==> config.mk <==
export PLATFORM = sky130hd
export DESIGN_NAME = dev_cmd_handler_flat
export DESIGN_NICKNAME = d
export VERILOG_FILES = /design/src/logic/cmd_tag_pkg.sv /design/src/logic/cmd_link_if.sv /design/src/logic/dev_cmd_handler.sv /design/src/flat_wrapper.sv
export SDC_FILE = /design/constraint.sdc
export NUM_CORES = 1
export LEC_CHECK = 0
export ABC_CLOCK_PERIOD_IN_PS = 2250
export BUFFER_PORTS_ARGS = -buffer_cell sky130_fd_sc_hd__buf_2
export CAP_MARGIN = 20
export CORE_ASPECT_RATIO = 0.9
export CORE_MARGIN = 2
export CORE_UTILIZATION = 30
export CTS_CLUSTER_SIZE = 8
export DETAILED_ROUTE_END_ITERATION = 10
export HOLD_SLACK_MARGIN = 0.05
export SLEW_MARGIN = 10
export SYNTH_ARGS = -nofsm -noshare
export SYNTH_HDL_FRONTEND = slang
export SYNTH_SLANG_ARGS = --single-unit
==> constraint.sdc <==
create_clock -name SYS_CLK -period 2.25 [get_ports SYS_CLK]
set_input_delay 0.45 -clock SYS_CLK [delete_from_list [all_inputs] [get_ports SYS_CLK]]
set_output_delay 0.45 -clock SYS_CLK [all_outputs]
set_load 0.02 [all_outputs]
==> src/logic/cmd_tag_pkg.sv <==
// Shared constants for the sideband command link: timing, codes, command types.
// Assumes a single 50 MHz system clock on both ends of the link.
package cmd_tag_pkg;

  // Clock and timing
  localparam int CLK_PERIOD_NS = 20;
  localparam int EXEC_TIME_NS  = 2000;   // Duration of the long-running command
  localparam int EXEC_CYCLES   = (EXEC_TIME_NS + CLK_PERIOD_NS - 1) / CLK_PERIOD_NS;
  localparam int TIMEOUT_NS    = 50000;  // Host gives up on a response after this
  localparam int TIMEOUT_CYCLES = TIMEOUT_NS / CLK_PERIOD_NS;

  // Tag values
  localparam logic [7:0] TAG_NONE  = 8'h00;  // Notifications only
  localparam logic [7:0] TAG_FIRST = 8'h01;
  localparam logic [7:0] TAG_LAST  = 8'hff;

  // Command types
  localparam logic [7:0] CMD_ECHO = 8'h01;  // Returns its data, idempotent
  localparam logic [7:0] CMD_SET  = 8'h02;  // Writes the configuration word
  localparam logic [7:0] CMD_GET  = 8'h03;  // Reads the configuration word
  localparam logic [7:0] CMD_SLOW = 8'h04;  // Long write, answered by polling
  localparam logic [7:0] RSP_FLAG = 8'h80;  // Response type is command type with this bit
  localparam logic [7:0] AEN_TYPE = 8'hff;

  // Response codes
  localparam logic [15:0] CODE_OK          = 16'h0000;
  localparam logic [15:0] CODE_FAILED      = 16'h0001;
  localparam logic [15:0] CODE_UNSUPPORTED = 16'h0003;
  localparam logic [15:0] CODE_DELAYED     = 16'h0004;

  // Reason codes
  localparam logic [15:0] REASON_NONE     = 16'h0000;
  localparam logic [15:0] REASON_BAD_TAG  = 16'h0001;
  localparam logic [15:0] REASON_NO_CMD   = 16'h0002;
  localparam logic [15:0] REASON_BUSY     = 16'h0003;
  localparam logic [15:0] REASON_DELAYED  = 16'h0004;
  localparam logic [15:0] REASON_UNKNOWN  = 16'h7fff;

  // Reset values and hints
  localparam logic [15:0] CONFIG_RESET = 16'h0000;
  localparam logic [15:0] POLL_HINT    = 16'h0010;  // Suggested poll interval, microseconds

endpackage

==> src/logic/cmd_link_if.sv <==
// Command and response link between the management host and the device end.
// Both ends share SYS_CLK; the testbench instantiates and joins them.
`timescale 1ns/1ps
interface cmd_link_if;
  logic        cmd_valid;
  logic        cmd_ready;
  logic [7:0]  cmd_tag;
  logic [7:0]  cmd_type;
  logic        cmd_poll;
  logic [15:0] cmd_data;
  logic        rsp_valid;
  logic        rsp_ready;
  logic        rsp_aen;
  logic [7:0]  rsp_tag;
  logic [7:0]  rsp_type;
  logic [15:0] rsp_code;
  logic [15:0] rsp_reason;
  logic [15:0] rsp_data;

  modport device (
    input  cmd_valid, cmd_tag, cmd_type, cmd_poll, cmd_data, rsp_ready,
    output cmd_ready, rsp_valid, rsp_aen, rsp_tag, rsp_type, rsp_code, rsp_reason, rsp_data
  );
  modport host (
    output cmd_valid, cmd_tag, cmd_type, cmd_poll, cmd_data, rsp_ready,
    input  cmd_ready, rsp_valid, rsp_aen, rsp_tag, rsp_type, rsp_code, rsp_reason, rsp_data
  );
endinterface

==> src/logic/dev_cmd_handler.sv <==
// Device end: classifies each command by its tag, answers, replays, reports polls.
// Assumes the host end on the link modport; INIT_STATE pulses on initial-state entry.
//
// Functional notes
// - tags are 8 bit, 0x01 to 0xFF valid
// - response echoes the command tag
// - same tag, no poll: replay previous response
// - poll with nothing in progress gets error
// - poll returns result, or delayed with hint
// - different tag runs as new command unless BUSY
// - initial state forgets all earlier requests
// - notifications carry tag zero
// - host gives each new command fresh tag
// - host retry reuses the original tag
// - one command at a time only
// - host keeps one command outstanding
// - every valid command gets a response
// - stored copy replaced by each response
// - unknown type gets unsupported, unknown reason
// - never initiates; notifications only when enabled
`timescale 1ns/1ps
module dev_cmd_handler (
  input  wire logic        SYS_CLK,
  input  wire logic        RST_N,
  cmd_link_if.device       LINK,
  input  wire logic        INIT_STATE,
  input  wire logic        AEN_ENABLE,
  input  wire logic        AEN_EVENT,
  input  wire logic [7:0]  AEN_CODE,
  output logic [15:0]      CONFIG_VALUE,
  output logic             BUSY
);

  typedef enum logic [1:0] {D_IDLE = 2'b00, D_RESP = 2'b01, D_AEN = 2'b11} dstate_t;

  dstate_t     state;
  logic        accept;
  logic        sent;
  logic        tag_valid;
  logic [7:0]  last_tag;
  logic        slow_seen;
  logic [7:0]  exec_count;
  logic [15:0] slow_value;
  logic        aen_pending;
  logic [7:0]  aen_code;
  // Stored copy of the previous response
  logic [7:0]  st_type;
  logic [15:0] st_code;
  logic [15:0] st_reason;
  logic [15:0] st_data;
  // Combinational answer to the command being taken
  logic        match;
  logic [7:0]  next_type;
  logic [15:0] next_code;
  logic [15:0] next_reason;
  logic [15:0] next_data;
  logic        next_record;
  logic        start_slow;
  logic        do_set;

  ////////////////////////////////////////////////////////////////////////////
  // Handshakes: one command in flight until its response leaves
  assign LINK.cmd_ready = (state == D_IDLE);
  assign accept         = LINK.cmd_valid && LINK.cmd_ready;
  assign LINK.rsp_valid = (state != D_IDLE);
  assign sent           = LINK.rsp_valid && LINK.rsp_ready;
  assign match          = tag_valid && (LINK.cmd_tag == last_tag);

  ////////////////////////////////////////////////////////////////////////////
  // Classify and build the answer
  always_comb begin
    next_type   = LINK.cmd_type | cmd_tag_pkg::RSP_FLAG;
    next_code   = cmd_tag_pkg::CODE_OK;
    next_reason = cmd_tag_pkg::REASON_NONE;
    next_data   = 16'h0000;
    next_record = 1'b1;
    start_slow  = 1'b0;
    do_set      = 1'b0;
    if (LINK.cmd_tag == cmd_tag_pkg::TAG_NONE) begin
      next_code   = cmd_tag_pkg::CODE_FAILED;
      next_reason = cmd_tag_pkg::REASON_BAD_TAG;
      next_record = 1'b0;
    end else if (match && !LINK.cmd_poll) begin
      next_type   = st_type;
      next_code   = st_code;
      next_reason = st_reason;
      next_data   = st_data;
    end else if (match) begin
      // Poll answers keep the polled type; the host repeats the original type
      if (!slow_seen) begin
        next_code   = cmd_tag_pkg::CODE_FAILED;
        next_reason = cmd_tag_pkg::REASON_NO_CMD;
      end else if (BUSY) begin
        next_code   = cmd_tag_pkg::CODE_DELAYED;
        next_reason = cmd_tag_pkg::REASON_DELAYED;
        next_data   = cmd_tag_pkg::POLL_HINT;
      end else begin
        next_data = slow_value;
      end
    end else if (BUSY) begin
      // Temporal order: nothing new runs while the long write is pending
      next_code   = cmd_tag_pkg::CODE_FAILED;
      next_reason = cmd_tag_pkg::REASON_BUSY;
    end else begin
      // Fresh command
      unique case (LINK.cmd_type)
        cmd_tag_pkg::CMD_ECHO: next_data = LINK.cmd_data;
        cmd_tag_pkg::CMD_SET: begin
          do_set    = 1'b1;
          next_data = LINK.cmd_data;
        end
        cmd_tag_pkg::CMD_GET: next_data = CONFIG_VALUE;
        cmd_tag_pkg::CMD_SLOW: begin
          start_slow  = 1'b1;
          next_code   = cmd_tag_pkg::CODE_DELAYED;
          next_reason = cmd_tag_pkg::REASON_DELAYED;
          next_data   = cmd_tag_pkg::POLL_HINT;
        end
        default: begin
          next_code   = cmd_tag_pkg::CODE_UNSUPPORTED;
          next_reason = cmd_tag_pkg::REASON_UNKNOWN;
        end
      endcase
    end
  end

  ////////////////////////////////////////////////////////////////////////////
  // Link sequencing; commands beat pending notifications
  always_ff @(posedge SYS_CLK) begin
    if (!RST_N) begin
      state <= D_IDLE;
    end else begin
      unique case (state)
        D_IDLE: begin
          if (accept) begin
            state <= D_RESP;
          end else if (aen_pending && AEN_ENABLE) begin
            state <= D_AEN;
          end
        end
        D_RESP, D_AEN: begin
          if (sent) begin
            state <= D_IDLE;
          end
        end
      endcase
    end
  end

  ////////////////////////////////////////////////////////////////////////////
  // Response register; data outputs come from flops
  always_ff @(posedge SYS_CLK) begin
    if (!RST_N) begin
      LINK.rsp_aen    <= 1'b0;
      LINK.rsp_tag    <= cmd_tag_pkg::TAG_NONE;
      LINK.rsp_type   <= 8'h00;
      LINK.rsp_code   <= cmd_tag_pkg::CODE_OK;
      LINK.rsp_reason <= cmd_tag_pkg::REASON_NONE;
      LINK.rsp_data   <= 16'h0000;
    end else if (state == D_IDLE && accept) begin
      LINK.rsp_aen    <= 1'b0;
      LINK.rsp_tag    <= LINK.cmd_tag;
      LINK.rsp_type   <= next_type;
      LINK.rsp_code   <= next_code;
      LINK.rsp_reason <= next_reason;
      LINK.rsp_data   <= next_data;
    end else if (state == D_IDLE && aen_pending && AEN_ENABLE) begin
      LINK.rsp_aen    <= 1'b1;
      LINK.rsp_tag    <= cmd_tag_pkg::TAG_NONE;
      LINK.rsp_type   <= cmd_tag_pkg::AEN_TYPE;
      LINK.rsp_code   <= cmd_tag_pkg::CODE_OK;
      LINK.rsp_reason <= cmd_tag_pkg::REASON_NONE;
      LINK.rsp_data   <= {8'h00, aen_code};
    end
  end

  ////////////////////////////////////////////////////////////////////////////
  // Stored copy follows every response actually sent, never a notification
  always_ff @(posedge SYS_CLK) begin
    if (!RST_N) begin
      st_type   <= 8'h00;
      st_code   <= cmd_tag_pkg::CODE_OK;
      st_reason <= cmd_tag_pkg::REASON_NONE;
      st_data   <= 16'h0000;
    end else if (state == D_RESP && sent) begin
      st_type   <= LINK.rsp_type;
      st_code   <= LINK.rsp_code;
      st_reason <= LINK.rsp_reason;
      st_data   <= LINK.rsp_data;
    end
  end

  ////////////////////////////////////////////////////////////////////////////
  // Request record; initial-state entry wipes it even mid-command
  always_ff @(posedge SYS_CLK) begin
    if (!RST_N) begin
      tag_valid <= 1'b0;
      last_tag  <= cmd_tag_pkg::TAG_NONE;
    end else if (INIT_STATE) begin
      tag_valid <= 1'b0;
    end else if (accept && next_record) begin
      tag_valid <= 1'b1;
      last_tag  <= LINK.cmd_tag;
    end
  end

  ////////////////////////////////////////////////////////////////////////////
  // Configuration word written by the quick and the long command
  always_ff @(posedge SYS_CLK) begin
    if (!RST_N) begin
      CONFIG_VALUE <= cmd_tag_pkg::CONFIG_RESET;
    end else if (accept && do_set) begin
      CONFIG_VALUE <= LINK.cmd_data;
    end else if (BUSY && exec_count == 8'h01) begin
      CONFIG_VALUE <= slow_value;
    end
  end

  ////////////////////////////////////////////////////////////////////////////
  // Long command execution; a poll finds it busy until the count runs out
  always_ff @(posedge SYS_CLK) begin
    if (!RST_N) begin
      BUSY       <= 1'b0;
      slow_seen  <= 1'b0;
      exec_count <= 8'h00;
      slow_value <= 16'h0000;
    end else begin
      if (accept && start_slow) begin
        BUSY       <= 1'b1;
        slow_seen  <= 1'b1;
        exec_count <= 8'(cmd_tag_pkg::EXEC_CYCLES);
        slow_value <= LINK.cmd_data;
      end else begin
        if (BUSY) begin
          exec_count <= exec_count - 8'h01;
          BUSY       <= (exec_count != 8'h01);
        end
        // A fresh command, poll bit set or not, or a reset of the record ends the poll window
        if (INIT_STATE || (accept && next_record && !match && !BUSY)) begin
          slow_seen <= 1'b0;
        end
      end
    end
  end

  ////////////////////////////////////////////////////////////////////////////
  // Notification pending flag: a new event wins over the clear on send
  always_ff @(posedge SYS_CLK) begin
    if (!RST_N) begin
      aen_pending <= 1'b0;
      aen_code    <= 8'h00;
    end else begin
      if (AEN_EVENT && AEN_ENABLE) begin
        aen_pending <= 1'b1;
        aen_code    <= AEN_CODE;
      end else if (!AEN_ENABLE || (state == D_AEN && sent)) begin
        aen_pending <= 1'b0;
      end
    end
  end

endmodule

==> src/flat_wrapper.sv <==
// flat-port wrapper written by rule: the top's interface ports become plain ports
module dev_cmd_handler_flat 
  (SYS_CLK, RST_N, INIT_STATE, AEN_ENABLE, AEN_EVENT, AEN_CODE, CONFIG_VALUE, BUSY, LINK_cmd_valid, LINK_cmd_tag, LINK_cmd_type, LINK_cmd_poll, LINK_cmd_data, LINK_rsp_ready, LINK_cmd_ready, LINK_rsp_valid, LINK_rsp_aen, LINK_rsp_tag, LINK_rsp_type, LINK_rsp_code, LINK_rsp_reason, LINK_rsp_data);
  cmd_link_if LINK_i ();
  input  wire logic SYS_CLK;
  input  wire logic RST_N;
  input  wire logic INIT_STATE;
  input  wire logic AEN_ENABLE;
  input  wire logic AEN_EVENT;
  input  wire logic [7:0] AEN_CODE;
  output logic [15:0] CONFIG_VALUE;
  output logic BUSY;
  input wire logic [$bits(LINK_i.cmd_valid)-1:0] LINK_cmd_valid;
  input wire logic [$bits(LINK_i.cmd_tag)-1:0] LINK_cmd_tag;
  input wire logic [$bits(LINK_i.cmd_type)-1:0] LINK_cmd_type;
  input wire logic [$bits(LINK_i.cmd_poll)-1:0] LINK_cmd_poll;
  input wire logic [$bits(LINK_i.cmd_data)-1:0] LINK_cmd_data;
  input wire logic [$bits(LINK_i.rsp_ready)-1:0] LINK_rsp_ready;
  output wire logic [$bits(LINK_i.cmd_ready)-1:0] LINK_cmd_ready;
  output wire logic [$bits(LINK_i.rsp_valid)-1:0] LINK_rsp_valid;
  output wire logic [$bits(LINK_i.rsp_aen)-1:0] LINK_rsp_aen;
  output wire logic [$bits(LINK_i.rsp_tag)-1:0] LINK_rsp_tag;
  output wire logic [$bits(LINK_i.rsp_type)-1:0] LINK_rsp_type;
  output wire logic [$bits(LINK_i.rsp_code)-1:0] LINK_rsp_code;
  output wire logic [$bits(LINK_i.rsp_reason)-1:0] LINK_rsp_reason;
  output wire logic [$bits(LINK_i.rsp_data)-1:0] LINK_rsp_data;
  assign LINK_i.cmd_valid = LINK_cmd_valid;
  assign LINK_i.cmd_tag = LINK_cmd_tag;
  assign LINK_i.cmd_type = LINK_cmd_type;
  assign LINK_i.cmd_poll = LINK_cmd_poll;
  assign LINK_i.cmd_data = LINK_cmd_data;
  assign LINK_i.rsp_ready = LINK_rsp_ready;
  assign LINK_cmd_ready = LINK_i.cmd_ready;
  assign LINK_rsp_valid = LINK_i.rsp_valid;
  assign LINK_rsp_aen = LINK_i.rsp_aen;
  assign LINK_rsp_tag = LINK_i.rsp_tag;
  assign LINK_rsp_type = LINK_i.rsp_type;
  assign LINK_rsp_code = LINK_i.rsp_code;
  assign LINK_rsp_reason = LINK_i.rsp_reason;
  assign LINK_rsp_data = LINK_i.rsp_data;
  dev_cmd_handler u_core (.SYS_CLK(SYS_CLK), .RST_N(RST_N), .LINK(LINK_i), .INIT_STATE(INIT_STATE), .AEN_ENABLE(AEN_ENABLE), .AEN_EVENT(AEN_EVENT), .AEN_CODE(AEN_CODE), .CONFIG_VALUE(CONFIG_VALUE), .BUSY(BUSY));
endmodule
==> impl.org, run 1 <==
** Clock network
- No sink is reached through more buffers than the 2 on the longest clock path.
- # clock sinks :: 183
- In this run, CTS created clock tree buffers numbering 17.
- The H-tree was split into 4 levels.
- Worst skew pair latency :: 0.43 ns
- Buffers inserted to repair hold after CTS numbered 0.
- After clock tree synthesis, the clock-pin slew on the worst setup and hold paths is 0.07 ns.
- TritonCTS clock tree :: built
- The root buffer cell chosen for the clock tree is clkbuf_16.

** Logic synthesis
- Top-area cell type share of the netlist area :: 46.2%
- Post-synthesis average cell area :: 8.27 um^2
- Net count of the mapped netlist :: 1009
- The netlist uses 56 different library cells.
- Synth area leader :: dfxtp_1
- Gate Count Post-Synth :: 959
- By area the synthesized netlist is led by dfxtp_1 46%, nand2_1 10%, a21oi_1 6.9%, mux2i_1 3.3%, a32oi_1 3.0%.
- In this run, synthesis inferred 0 flip-flops with an integrated enable.
- After synthesis the netlist holds a flip-flop and latch count of 183.
- Post-Synthesis Cell Area :: 7930 um^2
- Among all flip-flop cells after synthesis, the most frequent one is dfxtp_1.
- Sequential-to-total area share from yosys stat :: 46.2%
- For this run, the number of Yosys warnings is 0.
- Share of async-settable or async-resettable flops after synthesis :: 0%

** GRT
- Pin count of the biggest net entering global routing :: 84
- After global routing the overflow that remains totals 0.
- The first global-routing pass estimated 38.6 mm of wire.
- Global routing usage summed across all routing layers :: 17.6%
- Global routing used 23.7% of the available met1 tracks.
- Most heavily used metal layer in global routing :: met2
- Number of antenna violations at the first check in global routing :: 0
- For this run, global-route usage on met3 was measured as 3.89%.
- M2 GR Usage :: 27.8%
- Number of global-route vias before repair :: 6961

** Cells and area
- The repair_antennas step left the layout with diodes totalling 0.
- Summing all multi-input logic gate instances after layout gives 3850 um^2.
- The library cell used most frequently in the layout, excluding fill and tap cells, is nand2_1.
- The final layout contains 1145 nets.
- After routing the design area is 9900 um^2.
- Layout overhead on the synthesized area :: 25.0%
- Top library cells by usage in the layout, fill and taps aside :: 218 x nand2_1, 183 x dfxtp_1, 131 x buf_2, 108 x a21oi_1, 55 x buf_4
- Once layout is complete, the cells apart from fillers number 1456.
- The post-route netlist has 22.6% of its cells at a drive strength greater than 1.
- Registers take 3660 um^2.
- Fillcell total :: 2700

** Setup path
- Measured in cells, the most critical reg-to-reg path has a length of 5.
- Crit. End Element :: flip-flop
- Crit Path Max Fanout :: 7
- Data on the critical path is required at its endpoint by 2.56 ns.
- The critical path is of the flip-flop to flip-flop type.
- Worst Path Arrival :: 2.43 ns
- Startpoint type of the worst setup path :: flip-flop

** Placed design
- The congestion estimate from routability-driven global placement came to 0.849.
- At the placement stage, the worst setup path has a slack of -0.201 ns.
- HPWL reported at the end of detailed placement :: 16.8 mm
- After detailed placement, the design holds a cell count of 1422.
- Count of port buffers added during placement :: 131
- Placed standard-cell area :: 9310 um^2

** Power and ir drop
- The internal power of the cells totals 5200 uW.
- For this design the total switching power over the nets is 1980 uW.
- Registers are responsible for 47.5% of the overall power.
- The clock network is responsible for 40.7% of the overall power.
- Combinational logic is responsible for 11.7% of the overall power.
- For this design the ratio of total power to cell area is 725 nW/um^2.
- Leak Pwr :: 0.00405 uW
- Proportion of total power due to net switching :: 27.5%
- Peak ir drop on the vdd network :: 0.456 mV

** Timing
- After layout, the worst setup slack is 0.130 ns.
- Setup repair after global routing left no endpoint under its margin.
- The count of final hold-check violations was 0.
- Max-slew violation total from the final report :: 0
- Final-report setup violation count :: 0
- At the pin with the least slew margin, the transition time is 0.811 ns.
- Final setup skew :: 0.0112 ns
- After layout, the worst path uses 94.2% of the clock period.
- Static timing analysis puts the maximum clock frequency at 472 MHz.
- Worst max-slew margin expressed relative to the limit :: 45.7%
- The routed design could run at a clock period as short as 2.12 ns.

** Floorplan
- The floorplan step defined a die boundary enclosing 27700 um^2.
- Pin placement for this block handled 132 I/O pins.
- The die is 158 um tall.
- The floorplan has 56 rows.
- The die is 175 um wide.
- Core footprint :: 26000 um^2
- Once the floorplan was initialized, standard cells occupied 30.5% of the core.

** Routing
- The final layout contains routed wiring with a total length of 24.6 mm.
- In the final routed layout, each cell accounts on average for 16.9 um.
- Routed vias :: 7552
- Antenna-violating nets left :: 0
- After detailed routing, the number of remaining DRC violations is 0.
- Per-cell via count in the routed design :: 5.19
- After the first detailed-routing iteration, the DRC count stood at 573.
- Number of iterations in the first detailed-routing pass :: 6

** Hold path
- Worst hold path class :: input port to flip-flop
- Counting instances, the worst hold path has a depth of 3.

** Run
- Max-cap violations :: 0

** Run status
- The run finished with clean final reports.
## state kept, by name, summed over array words and instances, names as in the netlist, 16 cells and up
| signal | cells |
|---|---|
| u_core.st_code | 16 |
| u_core.st_data | 16 |
| u_core.LINK.rsp_code | 16 |
| u_core.LINK.rsp_reason | 16 |
| u_core.CONFIG_VALUE | 16 |
| u_core.slow_value | 16 |
| u_core.st_reason | 16 |
| u_core.LINK.rsp_data | 16 |
## layer usage
layer	wire (um)	part of all wire, %
met5	0	0
met3	1280	5.2
met2	11300	46
met4	537	2.2
met1	11500	47
## Yosys cell counts (2+ instances only)
| library cell | n |
|---|---|
| o221a_2 | 6 |
| buf_1 | 7 |
| a211oi_1 | 8 |
| o21ai_0 | 36 |
| nand2_1 | 218 |
| and3b_1 | 6 |
| o31ai_1 | 7 |
| or2_2 | 3 |
| a21oi_1 | 109 |
| nor3_1 | 9 |
| o211ai_1 | 20 |
| a22o_1 | 22 |
| and3_1 | 14 |
| o311ai_0 | 17 |
| dfxtp_1 | 183 |
| nor3_4 | 2 |
| buf_2 | 9 |
| xnor2_1 | 5 |
| a32oi_1 | 27 |
| xor2_1 | 12 |
| nor3b_1 | 2 |
| nand4_1 | 3 |
| buf_4 | 3 |
| nand2b_1 | 2 |
| a31oi_1 | 12 |
| or4_1 | 4 |
| nor4_1 | 5 |
| nand3_1 | 19 |
| a311oi_1 | 3 |
| mux2i_1 | 26 |
| ha_1 | 2 |
| inv_1 | 24 |
| nor2_1 | 42 |
| clkbuf_1 | 60 |
| a22oi_1 | 10 |
| and4_1 | 2 |
## cell type report
cell class / instances / share of cell area (%)
Clock inverter: 13 / 1.21
Multi-Input combinational cell: 670 / 38.9
Clock buffer: 19 / 4.47
Inverter: 26 / 0.998
Tap cell: 348 / 4.40
Sequential cell: 183 / 37.0
Timing Repair Buffer: 197 / 13.1
## power groups by stage
stage               registers [uW]  clock network (uW)  logic (uW)
floorplan                     3540                   0         398
global placement              3480                   0         828
detailed placement            3490                   0         837
CTS                           3410                2980         840
global route                  3420                3120         915
finish                        3410                2920         841
## cells by family after synthesis
kind of cell	share of synthesized area [%]
AO/OA/AOI/OAI	23.3
AND/OR/NAND/NOR	19.6
multiplexers	3.28
buffers and inverters	5.40
flip-flops	46.2
XOR/XNOR	1.88
adder cells (fa/ha/maj)	0.316
## critical path, stage by stage, from the launching register on
cell	delay, ns
dfxtp_1	0.32
xor2_1	0.17
or4b_4	0.56
or4_1	0.65
o21ai_0	0.22
a21oi_1	0.09
## through the flow
| step | util, % | setup TNS, ns | hold slack [ns] | power (uW) |
|---|---|---|---|---|
| floorplan | - | 0 | 0.432 | 3940 |
| global placement | 35.8 | -6.83 | 0.442 | 4310 |
| detailed placement | 35.8 | -9.07 | 0.447 | 4320 |
| CTS | 38.0 | 0 | 0.253 | 7230 |
| global route | 38.1 | 0 | 0.270 | 7460 |
| finish | 38.1 | 0 | 0.273 | 7180 |
## final timing paths
check | to | start | slack [ns]
worst min register to register | u_core.st_data[6] | u_core.st_data[6] | 0.46
worst max-delay path | u_core.LINK.rsp_type[3] | u_core.last_tag[1] | 0.13
worst max register to register | u_core.LINK.rsp_type[3] | u_core.last_tag[1] | 0.13
worst min-delay path | u_core.aen_code[0] | AEN_CODE[0] | 0.27
## repair_timing
action,4_1_cts,5_1_grt
hold endpoints to repair,0,0
buffers inserted,0,1
gates resized for setup,0,1
endpoints found under the setup margin,0,27
No activity file was read; power rests on OpenSTA's default activity.
==> run 2: changes to the inputs <==
--- a/config.mk
+++ b/config.mk
@@ -5,15 +5,18 @@
 export SDC_FILE = /design/constraint.sdc
 export NUM_CORES = 1
 export LEC_CHECK = 0
+export ABC_AREA = 1
 export ABC_CLOCK_PERIOD_IN_PS = 2250
 export BUFFER_PORTS_ARGS = -buffer_cell sky130_fd_sc_hd__buf_2
 export CAP_MARGIN = 20
 export CORE_ASPECT_RATIO = 0.9
 export CORE_MARGIN = 2
-export CORE_UTILIZATION = 30
+export CORE_UTILIZATION = 51
+export CTS_CLUSTER_DIAMETER = 50
 export CTS_CLUSTER_SIZE = 8
 export DETAILED_ROUTE_END_ITERATION = 10
 export HOLD_SLACK_MARGIN = 0.05
+export PLACE_DENSITY = 0.76
 export SLEW_MARGIN = 10
 export SYNTH_ARGS = -nofsm -noshare
 export SYNTH_HDL_FRONTEND = slang
==> run 2 against run 1 <==
Net effect: combinational power is 5.9% higher; maximum frequency is 9.0% higher; clock skew is 0.00074 ns lower; largest power group unchanged; sequential share of layout area is 1.1 points higher; non-clock buffer count is 35 lower; largest cell class unchanged; global-route usage is 9.0 points higher; setup slack better by 0.18 ns; critical path type unchanged; final cell count is 2.0% higher; first-iteration DRC count is 0.87% higher; critical path depth is 2 higher; final area is 3.0% lower.
==> impl.org, run 2 <==
** Clock network
- Number of buffers added by the clock tree synthesis step :: 17 (unchanged)
- The clock root buffer was clkbuf_16 (unchanged).
- The CTS sink count came to 183 (unchanged).
- The post-CTS setup-driven buffer insertion count is 0 (unchanged).
- Worst skew pair latency :: 0.44 ns (was 0.43 ns)
- The number of hold buffers added after cts was 0 (unchanged).
- The number of H-tree levels was 4 (unchanged).
- Reg clk slew, reported paths :: 0.07 ns (about the same)
- The number of instances resized during post-cts repair came to 0 (unchanged).
- Maximum buffer depth of the clock tree :: 2 (unchanged)
- The CTS tree was built (unchanged).

** Routing
- Routed vias :: 8074 (was 7552)
- Total wirelength of the detailed-routed design :: 22.0 mm (was 24.6 mm)
- The antenna violation net count after detailed routing came to 0 (unchanged).
- DRC viols :: 0 (unchanged)
- Per-cell via count in the routed design :: 5.44 (was 5.19)
- DRC violation total after the first TritonRoute iteration :: 578 (was 573)
- The routed wire length per instance came to 14.8 um (was 16.9 um).
- Number of iterations in the first detailed-routing pass :: 7 (was 6)

** Power and ir drop
- The switching power as a share of total power is 28.7% (was 27.5%).
- Int Pwr :: 5270 uW (was 5200 uW)
- The power dissipated by switching net loads came to 2120 uW (was 1980 uW).
- Peak ir drop on the vdd network :: 0.607 mV (was 0.456 mV)
- The combinational power share came to 12.1% (was 11.7%).
- The static leakage power is 0.00423 uW (was 0.00405 uW).
- The portion of total power attributed to the clock network was 40.3% (was 40.7%).
- Total power divided by cell area :: 769 nW/um^2 (was 725 nW/um^2)
- Post-layout power :: 7390 uW (was 7180 uW)
- The sequential cell fraction of total power came to 47.6% (was 47.5%).

** Logic synthesis
- Combinational family with the most area after synthesis :: simple AND/OR/NAND/NOR gates (was compound AO/OA/AOI/OAI gates)
- The area share of the leading cell type in the synthesized netlist was 45.2% (was 46.2%).
- The number of cells produced by synthesis came to 1159 (was 959).
- Complex-gate fraction of the synthesized area :: 17.9% (was 23.3%)
- Post-synthesis share of cell area spent on xor and xnor gates :: 0.540% (was 1.88%)
- The post-synthesis async set-or-reset flop share is 0% (unchanged).
- The cell with the most instances after synthesis is nand2_1 (unchanged).
- The count of different cell masters after synthesis came to 37 (was 56).
- Share of synthesized area spent on multiplexers :: 0% (was 3.28%)
- The fraction of the mapped netlist area in adder cells came to 0.308% (was 0.316%).
- The flip-flop and latch count after synthesis is 183 (unchanged).
- The number of synthesized flops with an enable pin is 0 (unchanged).
- The synthesized cell area is 8110 um^2 (was 7930 um^2).
- The number of synthesis warnings came to 0 (unchanged).
- The dominant synthesized flop cell was dfxtp_1 (unchanged).
- Synth area leader :: dfxtp_1 (unchanged)
- The sequential share of the synthesized area came to 45.2% (was 46.2%).
- Top cell types by occurrence after synthesis :: 242 x nand2_1, 183 x dfxtp_1, 150 x nor2_1 (was 218 x nand2_1, 183 x dfxtp_1, 109 x a21oi_1)
- The simple-gate area share of the yosys netlist is 27.5% (was 19.6%).
- Synth top area cells: dfxtp_1 45%, nand2_1 11%, o21ai_0 7.5%, a21oi_1 7.0%, nor2_1 6.9% (was dfxtp_1 46%, nand2_1 10%, a21oi_1 6.9%, mux2i_1 3.3%, a32oi_1 3.0%).
- The post-synth net total is 1209 (was 1009).
- The mean cell area of the mapped netlist was 7.00 um^2 (was 8.27 um^2).

** Setup path
- The arrival time reported for the critical path endpoint came to 2.25 ns (was 2.43 ns).
- The kind of launch point of the worst setup path is a flip-flop (unchanged).
- The category of the critical setup timing path was flip-flop to flip-flop (unchanged).
- Crit Path Max Fanout :: 18 (was 7)
- The launch point of the worst reg-to-reg path is u_core.state[1] (was u_core.last_tag[1]).
- Worst setup slack for register-to-register paths :: 0.31 ns (was 0.13 ns)
- The required time reported for the critical path endpoint came to 2.56 ns (about the same).
- FF-to-FF path depth :: 7 (was 5)
- The endpoint of the worst register-to-register path is u_core.CONFIG_VALUE[12] (was u_core.LINK.rsp_type[3]).
- The launching instance or port of the critical path is u_core.state[1] (was u_core.last_tag[1]).
- The endpoint class of the critical path is a flip-flop (unchanged).

** Floorplan
- The die span in y is 124 um (was 158 um).
- Effective utilization at floorplan :: 52.3% (was 30.5%)
- The core region area is 15500 um^2 (was 26000 um^2).
- Die Area :: 16900 um^2 (was 27700 um^2)
- The total I/O pin count came to 132 (unchanged).
- Die W :: 137 um (was 175 um)
- The number of standard-cell rows in the floorplan was 43 (was 56).

** Run status
- Result of the run :: finished, final reports clean (unchanged)

** Hold path
- The number of cells on the worst hold path came to 2 (was 3).
- The hold path startpoint was INIT_STATE (was AEN_CODE[0]).
- The class of the most critical hold timing path is input port to flip-flop (unchanged).
- Hold-critical path endpoint :: u_core.tag_valid (was u_core.aen_code[0])

** GRT
- Number of antenna violations at the first check in global routing :: 0 (unchanged)
- Congestion Overflow GR :: 0 (unchanged)
- The first-pass GRT wire length is 35.6 mm (was 38.6 mm).
- Pin count of the biggest net entering global routing :: 67 (was 84)
- The via count of the first global-routing pass is 7265 (was 6961).
- Global routing usage summed across all routing layers :: 26.5% (was 17.6%)

** Timing
- The final period demand of the worst path was 1.94 ns (was 2.12 ns).
- Final setup skew :: 0.0104 ns (was 0.0112 ns)
- Least-Margin Pin Slew :: 0.563 ns (was 0.811 ns)
- Setup_tns :: 0 ns (unchanged)
- The number of endpoints failing setup at the final stage is 0 (unchanged).
- Final worst-path cycle share :: 86.4% (was 94.2%)
- Maximum clock frequency :: 514 MHz (was 472 MHz)
- Hold violation count in the final report :: 0 (unchanged)
- The max-slew violation count came to 0 (unchanged).
- RSZ-0062 raised after global routing :: no (unchanged)
- The relative slew slack was 62.5% (was 45.7%).

** Cells and area
- Share of cells above drive strength 1 :: 18.2% (was 22.6%)
- The non-filler instance count after layout came to 1485 (was 1456).
- Ant diodes :: 0 (unchanged)
- Fillcell total :: 1407 (was 2700)
- The signed area change from the synthesized netlist to the final layout came to 18.4% (was 25.0%).
- The most common library cell in the layout ignoring fill and taps was nand2_1 (unchanged).
- The net total in the final layout came to 1320 (was 1145).
- Top library cells by usage in the layout, fill and taps aside :: 242 x nand2_1, 183 x dfxtp_1, 148 x nor2_1, 131 x buf_2, 122 x o21ai_0 (was 218 x nand2_1, 183 x dfxtp_1, 131 x buf_2, 108 x a21oi_1, 55 x buf_4)

** Placed design
- Total placed cells including tap cells :: 1453 (was 1422)
- Routability Congestion :: 0.893 (was 0.849)
- Count of port buffers added during placement :: 131 (unchanged)
- The estimated wirelength of the detail-placed design is 14.9 mm (was 16.8 mm).

** Run
- The max-capacitance violation count came to 0 (unchanged).
==> run 2: changes by cell type after synthesis, sizes merged, moves of 12 or more <==
cell and change:
a32oi -27, nand4 +21, or2 +15, o21ai +87, nand3 +44, clkbuf -12, nor2 +115, mux2i -26
nand2 +28, a22o -22, and3 -14, o311ai -17, inv +81
==> run 2: routing by layer <==
layer	vias to the layer above	routed length (um)	GRT usage [%]
met2	286	9930	41.3
met3	41	1610	5.82
met4	0	370	8.70
li1	3995	-	-
met1	3752	10100	36.7
met5	-	0	0
==> run 2: worst max-delay path by stage <==
stage	end	slack, ns	cells past startpoint
finish	u_core.CONFIG_VALUE[12]	0.31	7
global route	u_core.last_tag[1]	0.08	6
CTS	u_core.CONFIG_VALUE[14]	0.33	7
detailed placement	u_core.LINK.rsp_data[3]	0.11	11
global placement	u_core.LINK.rsp_data[14]	0.14	11
floorplan	u_core.CONFIG_VALUE[10]	0.47	9
==> run 2: area by class of cell <==
cell class	count	area (um^2)	area share, %
Timing Repair Buffer	162	938	9.77
Clock inverter	15	164	1.71
Tap cell	202	253	2.63
Inverter	107	402	4.18
Multi-Input combinational cell	799	3760	39.2
Sequential cell	183	3660	38.1
Clock buffer	17	425	4.43
==> run 2: power groups by stage <==
stage	Sequential, uW	Combinational, uW	Clock, uW
final	3520	891	2980
after global routing	3540	994	3150
after CTS	3520	889	3020
after detailed placement	3590	887	0
after global placement	3590	874	0
after floorplan	3660	486	0
==> run 2: kinds of logic (layout without fill, tap and decap cells) <==
group | count (synthesis) | count (layout)
adders and majority gates | 2 | 2
xor gates and xnor gates | 5 | 5
DFF | 183 | 183
buffers and inverters | 177 | 301
AOI/OAI and AO/OA | 274 | 274
and+or+nand+nor | 518 | 518
==> run 2: worst max-delay path, stage by stage, from the launching register on <==
cell and delay [ns]:
dfxtp_1 0.37, nor2_4 0.16, nand2_2 0.12, nor3_4 0.20, buf_4 0.29, nand3_2 0.38, nand3_1 0.18, a31oi_1 0.09
==> run 2: per-stage QoR <==
step                      hold slack (ns)  setup WS [ns]  utilization (%)  area (um^2)
after global routing                0.181         0.0759             62.0         9610
after floorplan                     0.430          0.468                -         8110
after global placement              0.442          0.144             58.2         9020
after detailed placement            0.445          0.113             58.2         9020
final                               0.190          0.305             62.0         9610
after CTS                           0.175          0.328             62.0         9610
==> run 3: changes to the inputs <==
--- a/config.mk
+++ b/config.mk
@@ -11,12 +11,11 @@
 export CAP_MARGIN = 20
 export CORE_ASPECT_RATIO = 0.9
 export CORE_MARGIN = 2
-export CORE_UTILIZATION = 51
+export CORE_UTILIZATION = 35
 export CTS_CLUSTER_DIAMETER = 50
 export CTS_CLUSTER_SIZE = 8
 export DETAILED_ROUTE_END_ITERATION = 10
 export HOLD_SLACK_MARGIN = 0.05
-export PLACE_DENSITY = 0.76
 export SLEW_MARGIN = 10
 export SYNTH_ARGS = -nofsm -noshare
 export SYNTH_HDL_FRONTEND = slang
==> run 3 against run 2 <==
Net effect: sequential power barely moved; hold slack improved by 0.0067 ns; critical path type unchanged; wire length rose by 8.8%; clock skew fell by 0.0028 ns; global-route usage fell by 6.8 points; maximum frequency fell by 1.4%; power rose by 3.1%.
==> impl.org, run 3 (synthesis results as in run 2) <==
** Timing
- Final-report setup violation count :: 0 (unchanged)
- Final worst-path cycle share :: 87.6% (was 86.4%)
- Least-Margin Pin Slew :: 0.655 ns (was 0.563 ns)
- The relative slew slack came to 56.4% (was 62.5%).
- The final period demand of the worst path came to 1.97 ns (was 1.94 ns).
- Maximum clock frequency :: 507 MHz (was 514 MHz)
- Hold violation count in the final report :: 0 (unchanged)
- Max-slew violation total from the final report :: 0 (unchanged)
- RSZ-0062 raised after global routing :: no (unchanged)
- The maximum clock skew at final layout was 0.00763 ns (was 0.0104 ns).
- The post-route setup TNS came to 0 ns (unchanged).

** GRT
- The overall global routing resource usage came to 19.8% (was 26.5%).
- Congestion Overflow GR :: 0 (unchanged)
- The first-pass GRT wire length came to 38.5 mm (was 35.6 mm).
- Pin count of the biggest net entering global routing :: 109 (was 67)
- Number of antenna violations at the first check in global routing :: 0 (unchanged)
- The via count of the first global-routing pass came to 7334 (was 7265).

** Floorplan
- The core region area came to 22600 um^2 (was 15500 um^2).
- The full die area came to 24400 um^2 (was 16900 um^2).
- The number of standard-cell rows in the floorplan came to 52 (was 43).
- The effective utilization at floorplan was 35.8% (was 52.3%).
- Number of top-level pins :: 132 (unchanged)
- Die W :: 164 um (was 137 um)
- Chip height :: 148 um (was 124 um)

** Clock network
- The largest buffer count on any clock path was 2 (unchanged).
- The number of H-tree levels came to 4 (unchanged).
- Clock tree root driver cell :: clkbuf_16 (unchanged)
- The clock latency at the later pin of the worst-skew pair is 0.43 ns (was 0.44 ns).
- The CTS tree was built (unchanged).
- The clock input transition at the sequential cells of the worst setup and hold paths is 0.07 ns (about the same).
- The number of clock buffers inserted by TritonCTS came to 17 (unchanged).
- # clock sinks :: 183 (unchanged)

** Setup path
- The maximum fanout count along the critical path was 13 (was 18).
- The category of the critical setup timing path was flip-flop to flip-flop (unchanged).
- The count of cells along the worst register-to-register path was 9 (was 7).
- The kind of launch point of the worst setup path was a flip-flop (unchanged).
- End of the worst register-to-register path :: u_core.LINK.rsp_reason[14] (was u_core.CONFIG_VALUE[12])
- The register-to-register setup slack is 0.28 ns (was 0.31 ns).
- Worst Path Arrival :: 2.33 ns (was 2.25 ns)
- Crit. End Element :: flip-flop (unchanged)
- The required time reported for the critical path endpoint came to 2.61 ns (was 2.56 ns).
- The launch point of the worst reg-to-reg path is u_core.last_tag[4] (was u_core.state[1]).

** Cells and area
- Fillcell total :: 2369 (was 1407)
- The signed area change from the synthesized netlist to the final layout was 20.8% (was 18.4%).
- Top library cells by usage in the layout, fill and taps aside :: 242 x nand2_1, 183 x dfxtp_1, 147 x nor2_1, 131 x buf_2, 122 x o21ai_0 (was 242 x nand2_1, 183 x dfxtp_1, 148 x nor2_1, 131 x buf_2, 122 x o21ai_0)
- Post-Layout Cell Count :: 1581 (was 1485)
- Final net count :: 1321 (was 1320)
- Share of cells above drive strength 1 :: 18.3% (was 18.2%)
- Leading cell type in the layout, fill and taps excluded :: nand2_1 (unchanged)
- Ant diodes :: 0 (unchanged)

** Routing
- Per-cell via count in the routed design :: 4.98 (was 5.44)
- The overall via count from detail_route is 7867 (was 8074).
- Routed len/inst :: 15.1 um (was 14.8 um)
- The total DRC errors in the routed layout is 0 (unchanged).
- Total wirelength of the detailed-routed design :: 23.9 mm (was 22.0 mm)
- Antenna-violating nets left :: 0 (unchanged)
- Number of iterations in the first detailed-routing pass :: 5 (was 7)
- DRC violation total after the first TritonRoute iteration :: 508 (was 578)

** Hold path
- The class of the most critical hold timing path was input port to flip-flop (unchanged).
- Hold-critical path endpoint :: u_core.tag_valid (unchanged)
- The hold path startpoint is INIT_STATE (unchanged).
- Worst Hold Path Cells :: 2 (unchanged)

** Run
- Max-cap violations :: 0 (unchanged)

** Placed design
- HPWL reported at the end of detailed placement :: 16.2 mm (was 14.9 mm)
- The total placed cells including tap cells was 1549 (was 1453).
- The count of buffers inserted at the top-level ports came to 131 (unchanged).
- Routability Congestion :: 0.848 (was 0.893)

** Power and ir drop
- The static leakage power came to 0.00427 uW (was 0.00423 uW).
- The maximum VDD drop was 0.448 mV (was 0.607 mV).
- The total power density per cell area was 777 nW/um^2 (was 769 nW/um^2).

** Run status
- Result of the run :: finished, final reports clean (unchanged)
[run 3: changes by cell type in the layout (fill, tap and decap cells not counted), sizes merged]
cell    change
bufinv      +2
buf         +1
clkbuf      +3
clkinv      -2
inv         -3
[run 3: repair_timing]
action,CTS,global route
gates resized for setup,0,1
setup buffers,0,0
hold buffers,0,0
endpoints found under the setup margin,0,2
[run 3: worst max-delay path: stages (launching register included)]
cell     delay [ns]
dfxtp_1        0.36
xor2_1         0.19
inv_1          0.06
nand3_1        0.13
inv_1          0.06
nand2_1        0.21
nand2_2        0.10
o21ai_2        0.53
nand2_1        0.12
a21oi_1        0.16
[run 3: report_power, final]
group	switching, uW	total [uW]	internal, uW
Sequential	109	3520	3420
Combinational	616	901	286
Clock	1340	3190	1860
[run 3: how the worst max path moves through the flow]
stage / start / endpoint / slack [ns]
6_report: u_core.last_tag[4] / u_core.LINK.rsp_reason[14] / 0.28
5_1_grt: u_core.last_tag[4] / u_core.LINK.rsp_reason[14] / 0.03
4_1_cts: u_core.state[1] / u_core.last_tag[2] / 0.18
3_5_place_dp: LINK_cmd_tag[4] / u_core.LINK.rsp_reason[11] / 0.03
3_3_place_gp: LINK_cmd_type[4] / u_core.LINK.rsp_data[0] / 0.08
2_1_floorplan: LINK_cmd_type[4] / u_core.CONFIG_VALUE[10] / 0.47
[run 3: final cells by class]
| type | count | area [um^2] | share of cell area, % |
|---|---|---|---|
| clock inverters | 12 | 164 | 1.67 |
| well taps | 297 | 372 | 3.79 |
| multi-input cells | 799 | 3760 | 38.4 |
| repair buffers | 163 | 971 | 9.91 |
| inverters | 107 | 402 | 4.10 |
| clock buffers | 20 | 467 | 4.76 |
| flip-flops and latches | 183 | 3660 | 37.4 |
[run 3: through the flow]
stage	hold slack [ns]	util (%)	setup slack (ns)	area, um^2	power, uW
floorplan	0.430	-	0.468	8110	4150
finish	0.196	43.3	0.279	9800	7620
detailed placement	0.448	40.5	0.0314	9170	4500
global route	0.192	43.3	0.0346	9800	7950
global placement	0.439	40.5	0.0769	9170	4490
CTS	0.176	43.3	0.178	9800	7710
[run 3: per-layer routing]
metal | wire length (um) | vias up | part of all wire (%) | GRT usage, %
met1 | 11600 | 3649 | 49 | 27.4
met3 | 1250 | 24 | 5.2 | 3.85
li1 | - | 4004 | - | -
met5 | 0 | - | 0 | 0
met2 | 10700 | 190 | 45 | 31.6
met4 | 308 | 0 | 1.3 | 4.96
